[config.mk]
export PLATFORM = sky130hd
export DESIGN_NAME = pag_port
export DESIGN_NICKNAME = d
export VERILOG_FILES = /design/src/hw/pag_pkg.sv /design/src/hw/pag_port.sv
export SDC_FILE = /design/constraint.sdc
export NUM_CORES = 1
export LEC_CHECK = 0
export BUFFER_PORTS_ARGS = -buffer_cell sky130_fd_sc_hd__buf_2
export CAP_MARGIN = 15
export CELL_PAD_IN_SITES_DETAIL_PLACEMENT = 1
export CELL_PAD_IN_SITES_GLOBAL_PLACEMENT = 1
export CORE_MARGIN = 8
export CORE_UTILIZATION = 36
export CTS_CLUSTER_DIAMETER = 60
export CTS_CLUSTER_SIZE = 20
export DETAILED_ROUTE_END_ITERATION = 12
export GPL_ROUTABILITY_DRIVEN = 0
export MAX_ROUTING_LAYER = met4
export PLACE_DENSITY = 0.87
export SYNTH_ARGS = -nofsm -noshare
export SYNTH_HDL_FRONTEND = slang
export SYNTH_SLANG_ARGS = --single-unit
[constraint.sdc]
create_clock -name ref_clk -period 1.5 [get_ports ref_clk]
set_input_delay 0.3 -clock ref_clk [delete_from_list [all_inputs] [get_ports ref_clk]]
set_output_delay 0.3 -clock ref_clk [all_outputs]
set_load 0.05 [all_outputs]
[src/hw/pag_pkg.sv]
`default_nettype none

package pag_pkg;

    localparam int unsigned ADDR_W = 5;
    localparam int unsigned DATA_W = 32;
    localparam int unsigned PORT_W = 8;
    localparam int unsigned ANA_CH = 5;

    // Byte offsets of the register words
    localparam logic [ADDR_W-1:0] OFS_PIN    = 5'h00;
    localparam logic [ADDR_W-1:0] OFS_LAT    = 5'h04;
    localparam logic [ADDR_W-1:0] OFS_DIR    = 5'h08;
    localparam logic [ADDR_W-1:0] OFS_CFG    = 5'h0C;
    localparam logic [ADDR_W-1:0] OFS_SEG_LO = 5'h10;
    localparam logic [ADDR_W-1:0] OFS_SEG_HI = 5'h14;

    // Reset values
    localparam logic [PORT_W-1:0] RST_DIR = 8'hFF;
    localparam logic [PORT_W-1:0] RST_LAT = 8'h00;
    localparam logic [PORT_W-1:0] RST_CFG = 8'h00;
    localparam logic [PORT_W-1:0] RST_SEG = 8'h00;
    localparam logic [PORT_W-1:0] ZERO_B  = 8'h00;
    localparam logic [23:0]       ZERO_HI = 24'h000000;

    // Converter config: bits 7:6 unimplemented, analog select field in 3:0
    localparam logic [PORT_W-1:0] CFG_MASK = 8'h3F;
    localparam int unsigned       ANA_LSB  = 0;
    localparam int unsigned       ANA_W    = 4;
    // Channel k is analog while field is below its limit
    localparam logic [ANA_W-1:0]  ANA_LIMIT [ANA_CH] = '{4'hF, 4'hE, 4'hD, 4'hC, 4'hB};
    localparam logic [2:0]        ANA_PIN   [ANA_CH] = '{3'h0, 3'h1, 3'h2, 3'h3, 3'h5};

    // Pins 5:0 always port pins; 7:6 depend on oscillator mode
    localparam logic [5:0]        LOW_MASK = 6'h3F;

    // Special pin positions
    localparam int unsigned BIT_VREF_LO = 2;
    localparam int unsigned BIT_VREF_HI = 3;
    localparam int unsigned BIT_OD      = 4;
    localparam int unsigned BIT_TRIP    = 5;
    localparam int unsigned BIT_CYC_OUT = 6;
    localparam int unsigned BIT_OSCI    = 7;

    // Segment enable bit positions
    localparam int unsigned SEG_LO_FOURTEEN  = 6;
    localparam int unsigned SEG_LO_FIFTEEN   = 7;
    localparam int unsigned SEG_HI_SIXTEEN   = 0;
    localparam int unsigned SEG_HI_SEVENTEEN = 1;

    // Cycle clock divider: oscillator over four
    localparam int unsigned     DIV_W   = 2;
    localparam logic [DIV_W-1:0] DIV_ONE = 2'h1;

    // Avalon response codes
    localparam logic [1:0] RESP_OKAY   = 2'h0;
    localparam logic [1:0] RESP_SLVERR = 2'h2;

    typedef enum logic [3:0] {
        OSC_LOW_POWER         = 4'h0,
        OSC_CRYSTAL           = 4'h1,
        OSC_HIGH_SPEED        = 4'h2,
        OSC_RC                = 4'h3,
        OSC_RC_WITH_IO        = 4'h4,
        OSC_EXT_CLOCK         = 4'h5,
        OSC_EXT_CLOCK_WITH_IO = 4'h6,
        OSC_INT_IO_ONE        = 4'h7,
        OSC_INT_IO_TWO        = 4'h8
    } pag_osc_t;

    typedef struct packed {
        logic [PORT_W-1:0] out;
        logic [PORT_W-1:0] oe;
    } pag_pins_t;

endpackage : pag_pkg

`default_nettype wire

[src/hw/pag_port.sv]
// Summary of operation
// RULE1: direction 1 input hi-z, 0 drives latch
// RULE2: pin read gives levels, write hits latch
// RULE3: latch register readable for read-modify-write
// RULE4: bits 6,7 read zero when not port
// RULE5: bit 6 port only in IO modes
// RULE6: bit 7 port only in internal modes
// RULE7: converter config selects analog or digital
// RULE8: analog after reset, analog reads zero
// RULE9: latch drive ignores analog configuration
// RULE10: software keeps analog pins as inputs
// RULE11: enabled segment overrides port output
// RULE12: fixed mapping pins 4,5,2,3 to 14-17
// RULE13: bit 4 open drain, timer clock
// RULE14: bits 5,2,3 feed detector and references
// RULE15: pin levels pass two-flop synchroniser
//
// The Avalon-MM interface to the registers and the address map were left to the implementer.
`timescale 1ns/1ps
`default_nettype none

module pag_port (
    input  wire logic                          ref_clk,
    input  wire logic                          rst_b,
    input  wire logic [pag_pkg::ADDR_W-1:0]    avs_address,
    input  wire logic                          avs_read,
    input  wire logic                          avs_write,
    input  wire logic [pag_pkg::DATA_W-1:0]    avs_writedata,
    input  wire logic [3:0]                    avs_byteenable,
    output var  logic [pag_pkg::DATA_W-1:0]    avs_readdata,
    output var  logic                          avs_waitrequest,
    output var  logic [1:0]                    avs_response,
    input  wire pag_pkg::pag_osc_t             osc_mode,
    input  wire logic [pag_pkg::PORT_W-1:0]    pin_in,
    output var  pag_pkg::pag_pins_t            pins,
    output var  logic                          timer_zero_ext_clock,
    output var  logic [pag_pkg::PORT_W-1:0]    analog_pins,
    output var  logic [pag_pkg::PORT_W-1:0]    segment_pins
);

    logic [pag_pkg::PORT_W-1:0] port_output_latch;
    logic [pag_pkg::PORT_W-1:0] port_direction;
    logic [pag_pkg::PORT_W-1:0] converter_pin_config;
    logic [pag_pkg::PORT_W-1:0] segment_enable_low;
    logic [pag_pkg::PORT_W-1:0] segment_enable_high;
    logic [pag_pkg::PORT_W-1:0] sync_first;
    logic [pag_pkg::PORT_W-1:0] sync_second;
    logic [pag_pkg::DIV_W-1:0]  cycle_div;
    logic                       port_six_en;
    logic                       port_seven_en;
    logic [pag_pkg::PORT_W-1:0] port_mask;
    logic [pag_pkg::PORT_W-1:0] analog_now;
    logic [pag_pkg::PORT_W-1:0] seg_now;
    logic [pag_pkg::PORT_W-1:0] rd_byte;
    logic                       rd_hit;
    logic                       wr_take;
    logic [pag_pkg::PORT_W-1:0] wr_byte;
    pag_pkg::pag_pins_t         next_pins;

    ////////////////////////////////////////////////////////////////////////////////
    // Oscillator-dependent pin ownership

    always_comb begin
        port_six_en   = 1'b0;
        port_seven_en = 1'b0;
        unique case (osc_mode)
            pag_pkg::OSC_RC_WITH_IO,
            pag_pkg::OSC_EXT_CLOCK_WITH_IO: begin
                // RULE5: bit 6 port
                port_six_en = 1'b1;
            end
            pag_pkg::OSC_INT_IO_TWO: begin
                port_six_en   = 1'b1;
                // RULE6: internal modes own bit 7
                port_seven_en = 1'b1;
            end
            pag_pkg::OSC_INT_IO_ONE: begin
                port_seven_en = 1'b1;
            end
            pag_pkg::OSC_LOW_POWER,
            pag_pkg::OSC_CRYSTAL,
            pag_pkg::OSC_HIGH_SPEED,
            pag_pkg::OSC_RC,
            pag_pkg::OSC_EXT_CLOCK: begin
                port_six_en = 1'b0;
            end
            default: begin
                port_six_en = 1'b0;
            end
        endcase
        port_mask = {port_seven_en, port_six_en, pag_pkg::LOW_MASK};
    end

    ////////////////////////////////////////////////////////////////////////////////
    // Analog and segment selection

    always_comb begin
        analog_now = pag_pkg::ZERO_B;
        for (int k = 0; k < pag_pkg::ANA_CH; k++) begin
            // RULE7: config field selects analog
            // RULE14: references and trip input
            analog_now[pag_pkg::ANA_PIN[k]] =
                converter_pin_config[pag_pkg::ANA_LSB +: pag_pkg::ANA_W] < pag_pkg::ANA_LIMIT[k];
        end
    end

    always_comb begin
        seg_now = pag_pkg::ZERO_B;
        // RULE12: fixed segment mapping
        seg_now[pag_pkg::BIT_OD]      = segment_enable_low[pag_pkg::SEG_LO_FOURTEEN];
        seg_now[pag_pkg::BIT_TRIP]    = segment_enable_low[pag_pkg::SEG_LO_FIFTEEN];
        seg_now[pag_pkg::BIT_VREF_LO] = segment_enable_high[pag_pkg::SEG_HI_SIXTEEN];
        seg_now[pag_pkg::BIT_VREF_HI] = segment_enable_high[pag_pkg::SEG_HI_SEVENTEEN];
    end

    ////////////////////////////////////////////////////////////////////////////////
    // Pin input synchroniser

    // RULE15: two-flop synchroniser
    always_ff @(posedge ref_clk or negedge rst_b) begin
        if (!rst_b) begin
            sync_first  <= pag_pkg::ZERO_B;
            sync_second <= pag_pkg::ZERO_B;
        end else begin
            sync_first  <= pin_in;
            sync_second <= sync_first;
        end
    end

    ////////////////////////////////////////////////////////////////////////////////
    // Avalon slave: one wait cycle, then answer

    assign wr_take = avs_write && !avs_waitrequest && avs_byteenable[0];
    assign wr_byte = avs_writedata[pag_pkg::PORT_W-1:0];

    always_ff @(posedge ref_clk or negedge rst_b) begin
        if (!rst_b) begin
            avs_waitrequest <= 1'b1;
        end else begin
            avs_waitrequest <= !((avs_read || avs_write) && avs_waitrequest);
        end
    end

    always_comb begin
        rd_hit  = 1'b1;
        rd_byte = pag_pkg::ZERO_B;
        case (avs_address)
            // RULE2: pin levels read
            // RULE8: analog pins read zero
            // RULE4: unowned bits read zero
            pag_pkg::OFS_PIN:    rd_byte = sync_second & ~analog_now & port_mask;
            // RULE3: latch read back
            pag_pkg::OFS_LAT:    rd_byte = port_output_latch & port_mask;
            pag_pkg::OFS_DIR:    rd_byte = port_direction & port_mask;
            pag_pkg::OFS_CFG:    rd_byte = converter_pin_config & pag_pkg::CFG_MASK;
            pag_pkg::OFS_SEG_LO: rd_byte = segment_enable_low;
            pag_pkg::OFS_SEG_HI: rd_byte = segment_enable_high;
            default:             rd_hit  = 1'b0;
        endcase
    end

    always_ff @(posedge ref_clk or negedge rst_b) begin
        if (!rst_b) begin
            avs_readdata <= {pag_pkg::ZERO_HI, pag_pkg::ZERO_B};
            avs_response <= pag_pkg::RESP_OKAY;
        end else if ((avs_read || avs_write) && avs_waitrequest) begin
            avs_readdata <= {pag_pkg::ZERO_HI, avs_read ? rd_byte : pag_pkg::ZERO_B};
            avs_response <= rd_hit ? pag_pkg::RESP_OKAY : pag_pkg::RESP_SLVERR;
        end
    end

    ////////////////////////////////////////////////////////////////////////////////
    // Registers

    always_ff @(posedge ref_clk or negedge rst_b) begin
        if (!rst_b) begin
            port_output_latch <= pag_pkg::RST_LAT;
        end else if (wr_take && (avs_address == pag_pkg::OFS_PIN ||
                                 avs_address == pag_pkg::OFS_LAT)) begin
            // RULE2: pin write lands in latch
            port_output_latch <= wr_byte;
        end
    end

    always_ff @(posedge ref_clk or negedge rst_b) begin
        if (!rst_b) begin
            port_direction <= pag_pkg::RST_DIR;
        end else if (wr_take && avs_address == pag_pkg::OFS_DIR) begin
            port_direction <= wr_byte;
        end
    end

    always_ff @(posedge ref_clk or negedge rst_b) begin
        if (!rst_b) begin
            // RULE8: analog after reset
            converter_pin_config <= pag_pkg::RST_CFG;
        end else if (wr_take && avs_address == pag_pkg::OFS_CFG) begin
            converter_pin_config <= wr_byte & pag_pkg::CFG_MASK;
        end
    end

    always_ff @(posedge ref_clk or negedge rst_b) begin
        if (!rst_b) begin
            segment_enable_low  <= pag_pkg::RST_SEG;
            segment_enable_high <= pag_pkg::RST_SEG;
        end else if (wr_take && avs_address == pag_pkg::OFS_SEG_LO) begin
            segment_enable_low  <= wr_byte;
        end else if (wr_take && avs_address == pag_pkg::OFS_SEG_HI) begin
            segment_enable_high <= wr_byte;
        end
    end

    ////////////////////////////////////////////////////////////////////////////////
    // Pin drivers

    always_ff @(posedge ref_clk or negedge rst_b) begin
        if (!rst_b) begin
            cycle_div <= '0;
        end else begin
            cycle_div <= cycle_div + pag_pkg::DIV_ONE;
        end
    end

    always_comb begin
        for (int i = 0; i < pag_pkg::PORT_W; i++) begin
            // RULE1: direction drives latch
            // RULE9: analog select ignored here
            // RULE11: segment disables port drive
            next_pins.out[i] = port_output_latch[i];
            next_pins.oe[i]  = !port_direction[i] && !seg_now[i];
        end
        // RULE13: open drain low only
        next_pins.out[pag_pkg::BIT_OD] = 1'b0;
        next_pins.oe[pag_pkg::BIT_OD]  = !port_direction[pag_pkg::BIT_OD] &&
                                         !seg_now[pag_pkg::BIT_OD] &&
                                         !port_output_latch[pag_pkg::BIT_OD];
        if (!port_six_en) begin
            // RULE5: cycle clock output
            next_pins.out[pag_pkg::BIT_CYC_OUT] = cycle_div[pag_pkg::DIV_W-1];
            next_pins.oe[pag_pkg::BIT_CYC_OUT]  = 1'b1;
        end
        if (!port_seven_en) begin
            // RULE6: oscillator input pin
            next_pins.out[pag_pkg::BIT_OSCI] = 1'b0;
            next_pins.oe[pag_pkg::BIT_OSCI]  = 1'b0;
        end
    end

    always_ff @(posedge ref_clk or negedge rst_b) begin
        if (!rst_b) begin
            pins.out             <= pag_pkg::ZERO_B;
            pins.oe              <= pag_pkg::ZERO_B;
            timer_zero_ext_clock <= 1'b0;
            analog_pins          <= pag_pkg::ZERO_B;
            segment_pins         <= pag_pkg::ZERO_B;
        end else begin
            pins                 <= next_pins;
            // RULE13: timer clock input
            timer_zero_ext_clock <= sync_second[pag_pkg::BIT_OD];
            analog_pins          <= analog_now;
            segment_pins         <= seg_now;
        end
    end
endmodule : pag_port

`default_nettype wire

### Yosys cells after proc, flatten, opt, wreduce, memory -nomap -nowiden

Index checks and enable logic that the tools add are counted.

* memory bits (writable): 0
* output and inout port bits: 68
* register bits: 92
* memory bits (read-only): 0
* input bits: 57
* word-level logic and storage cells: 82
* memories kept: 0
* latch bits: 0

* muxes and demuxes: 10
* add/sub/neg operators: 1
* $mul: 0
* order comparisons: 5
* divide/modulo/power cells: 0
* reduce and logical (&&, ||, !) cells: 35
* shift-type cells: 0
* eq/ne operators: 9
* bitwise gates (word level): 6

Operators with widths (count)
* case mux 8 bit (6 select lines): 1
* bitwise AND 8 bit: 4
* less-than comparator 4 bit, second input constant: 5
* zero test 1 bit: 15
* logical AND 1 bit: 13
* equality test 4 x 3 -> 1 bit, second input constant: 3
* equality test 5 x 4 -> 1 bit, second input constant: 2
* equality test 5 bit, second input constant: 2
* two-way mux 8 bit: 1
* inverter 6 -> 8 bit: 1
* two-way mux 1 bit: 7
* OR reduction 6 bit: 1
* equality test 5 x 3 -> 1 bit, second input constant: 1
* zero test 5 bit: 1
* equality test 4 bit, second input constant: 1
* OR reduction 3 bit: 1
* adder 2 x 1 -> 2 bit, second input constant: 1
* logical OR 1 bit: 2
* two-way mux 2 bit: 1
* AND reduction 2 bit: 1
* OR reduction 2 bit: 1
* inverter 1 bit: 1

### Logic depth before layout (Yosys ltp)

* depth after elaboration: 6
* mapped depth: 7
* gate-level depth less buffers: 4

### Worst setup path before layout

Ideal clock, no wire load.

* kind: input to register
* from: in avs_address[3] in the netlist's numbering
* to: reg segment_enable_low[0] in the netlist's numbering
* setup time: 125 ps
* data arrival time: 1653 ps
* path buffers: 2
* data required time: 1375 ps
* path slack: -278 ps
* cell stages on the path: 5
* cell sequence: buf_6 > or4b_4 > buf_6 > nor3_4 > mux2_2

* longest elaborated chain between the ends: 2

Ends and longest elaborated chain
* start: declaration: line pag_port.sv:25 `input wire logic [pag_pkg::ADDR_W-1:0] avs_address,`
* equality test 5 bit: line pag_port.sv:206 `end else if (wr_take && avs_address == pag_pkg::OFS_SEG_LO) begin`
* logical AND 1 bit: line pag_port.sv:206
* end signal: assignment: line pag_port.sv:204 `segment_enable_low <= pag_pkg::RST_SEG;`
* end signal: assignment: line pag_port.sv:207 `segment_enable_low <= wr_byte;`
* end: declaration: line pag_port.sv:44 `logic [pag_pkg::PORT_W-1:0] segment_enable_low;`

Every way passes these cells.
A chain may end at the register's enable or synchronous reset.

### Worst setup path after layout

* from: reg avs_waitrequest
* to: reg converter_pin_config[4] in the netlist's numbering

* longest elaborated chain between the ends: 4

Ends and longest elaborated chain
* start: declaration: line pag_port.sv:31 `output var logic avs_waitrequest,`
* start signal: assignment: line pag_port.sv:140 `avs_waitrequest <= !((avs_read || avs_write) && avs_waitrequest);`
* zero test 1 bit: line pag_port.sv:133 `assign wr_take = avs_write && !avs_waitrequest && avs_byteenable[0];`
* logical AND 1 bit (2 in series): line pag_port.sv:133
* logical AND 1 bit: line pag_port.sv:197 `end else if (wr_take && avs_address == pag_pkg::OFS_CFG) begin`
* end signal: assignment: line pag_port.sv:196 `converter_pin_config <= pag_pkg::RST_CFG;`
* end signal: assignment: line pag_port.sv:198 `converter_pin_config <= wr_byte & pag_pkg::CFG_MASK;`
* end: declaration: line pag_port.sv:43 `logic [pag_pkg::PORT_W-1:0] converter_pin_config;`

Every way passes these cells.

==> metrics.cfg <==
[detailed_routing]
drt-initial-drc-count=111
routed_wl_um=10700
vias=2586
drcViolationCount=0
wl_per_cell_um=20.4
ant_nets=0
via_per_inst=4.92
firstDrtPassIters=4

[clocking]
clock_sinks=91
cts_buffers=9
insertion_delay_ns=0.37
cts_tree=yes
htreeDepth=3
clock_path_buffers=2
root_buffer=clkbuf_8
clk_pin_slew_worst_paths_ns=0.10

[synth]
avgSynthCellArea_um2=13.2
yosys_warnings=0
synth_seq_cells=91
synth_cells=286
synth_cell_types=48
seq_area_frac_synth_pct=60.4
syn_area_um2=3790

[critical_path]
cp_slowest_cell=dfstp_2
cp_data_required_time_ns=1.75
cp_max_fo=6
path_cells=nand3b_1 -> buf_6 -> nor3_4 -> buf_6 -> mux2_4
cp_common_cell=buf_6
cp.arrival_ns=1.77
crit_type=flip-flop to flip-flop
cp-start-kind=flip-flop
slowest_delay_ns=0.38
ff2ff_setup_slack_ns=-0.02
worstSetupEndpointType=flip-flop

[global_route]
grt_max_degree=36
grt.total_usage_pct=15.7
antenna_found_initial=0
grt_overflow=0
grt_pass1_wl_um=16700
first_global_vias=2979

[placed_design]
dp_hpwl_um=7760
io_buffer_count=64

[timing]
min_period_over_period_pct=101
hold_violations=0
timing.final.crit_period_ns=1.52
worst_slack_ns=-0.0183
fin_worst_skew_ns=0.00967
setup_viol=6
fmax_mhz=659
slew_viol_final=0
rsz0062_at_grt=yes
tns_ns=-0.0613

[floorplanning]
start_util_pct=36.9
die_h_um=119
io_pins=125
placementRows=37
fp.dieArea_um2=14100
die_x_um=119
core_um2=10300

[layout]
area_growth_pct=24.5
fin_nets=442
drive_gt1_share_pct=45.6
final.fill_count=1114
fin_util_pct=45.9
antenna_cells=0

[pwr]
cellPowerDensity_nw_per_um2=1140
leakagePower_nw=2.28
vdd_ir_drop_max_v=0.000399
power_mw=5.39

[status]
status=complete, but fails checks
failed_checks=setup timing

[worst_hold_path]
hold_class=input pin to flip-flop

[flow_run]
max_cap_viol_count=0

[power by group]
part / internal [mW] / total (mW) / switching, mW
Combinational: 0.325 / 1.09 / 0.766
Sequential: 2.66 / 2.79 / 0.125
Clock: 0.609 / 1.52 / 0.906
[through the flow]
step | worst slack, ns | cell area (um^2) | instances | hold WS, ns
detailed placement | -0.353 | 4380 | 509 | 0.232
finish | -0.0183 | 4720 | 526 | 0.0326
floorplan | -0.278 | 3920 | 318 | 0.00441
CTS | -0.0188 | 4620 | 526 | 0.0140
global placement | -0.295 | 4380 | 509 | 0.220
global route | -0.0581 | 4720 | 526 | 0.0183
[cell families after synthesis]
group,synth area share [%]
compound gates,7.20
mux,15.4
buf+inv,8.59
simple gates,7.86
other cells,0.0990
flops,60.4
xor+xnor,0.462
[metal layers]
layer / vias up / wire (um) / track usage (%)
met3: 29 / 763 / 5.24
met4: 0 / 311 / 8.14
met1: 1304 / 4190 / 16.3
met2: 117 / 5480 / 26.2
li1: 1136 / - / -
met5: - / 0 / -
[final cells by class]
cell class,instances,area [um^2],area share (%)
Clock buffer,9,124,2.63
Tap cell,136,170,3.61
Clock inverter,7,53.8,1.14
Inverter,4,15.0,0.318
Sequential cell,91,2290,48.5
Multi-Input combinational cell,179,1420,30.0
Timing Repair Buffer,100,649,13.8
[state kept, by name, indices dropped and copies added, names as in the netlist, 2 cells and up]
| signal | cells |
|---|---|
| segment_enable_low | 8 |
| segment_enable_high | 8 |
| port_output_latch | 8 |
| pins | 15 |
| cycle_div | 2 |
| avs_readdata | 8 |
| sync_first | 8 |
| segment_pins | 4 |
| sync_second | 8 |
| converter_pin_config | 6 |
| analog_pins | 5 |
| port_direction | 8 |
[critical path: cells and delay by family (launching register included)]
| kind | cells | cell delay, ns |
|---|---|---|
| flip-flops | 1 | 0.38 |
| buffers and inverters | 2 | 0.35 |
| AND/OR/NAND/NOR | 2 | 0.36 |
| multiplexers | 1 | 0.31 |
[synthesized netlist by cell type (all sizes together)]
cell,instances,area (um^2)
nor2b,4,25.0
a211o,1,8.76
clkbuf,4,15.0
a21boi,1,7.51
and4bb,1,12.5
mux2i,11,110
dfstp,9,236
a211oi,1,7.51
buf,40,295
or3,2,12.5
a22oi,3,22.5
nor4b,2,17.5
inv,4,15.0
and2,2,12.5
nand3b,2,15.0
nand4,2,12.5
a31o,1,8.76
a2111o,1,11.3
o2111ai,1,8.76
o211ai,2,15.0
dfrtp,82,2050
nand2,11,43.8
a221o,1,10.0
a21oi,14,70.1
o21ai,2,10.0
nor2,14,57.6
or4b,1,13.8
nand3,4,20.0
o31a,1,8.76
nand2b,1,6.26
conb,1,3.75
o221ai,2,17.5
a311oi,2,17.5
a21bo,1,10.0
mux2,42,473
nor3,4,36.3
a31oi,1,6.26
and3,2,12.5
xor2,2,17.5
a21o,2,15.0
a22o,2,17.5
[path summary, 6_finish.rpt]
path,start,to,cells after the start
setup / recovery,avs_waitrequest,converter_pin_config[4],5
hold / removal,pin_in[3],sync_first[3],1
setup reg to reg,avs_waitrequest,converter_pin_config[4],5
hold reg to reg,sync_first[4],sync_second[4],0
max in group asynchronous,rst_b,port_direction[5],3
min in group asynchronous,rst_b,port_output_latch[0],2
[layout by cell type (no fill, tap or decap), drive strengths merged, types with 3 or more instances in the layout]
cell	n
dfstp	9
nor2b	4
a21oi	14
dfrtp	82
conb	33
nor3	4
clkinv	3
inv	5
a22oi	3
mux2	42
clkbuf	9
nand2	11
mux2i	11
clkinvlp	3
buf	99
nand3	4
nor2	14
[timing repair]
item                                    4_1_cts  5_1_grt
pin swaps                                     3        1
hold buffers                                  1        0
resized for setup                            14       23
endpoints found under the setup margin       29       31
setup buffers                                 0        0
hold endpoints to repair                     19        0
(Power assumes the default switching activity.)
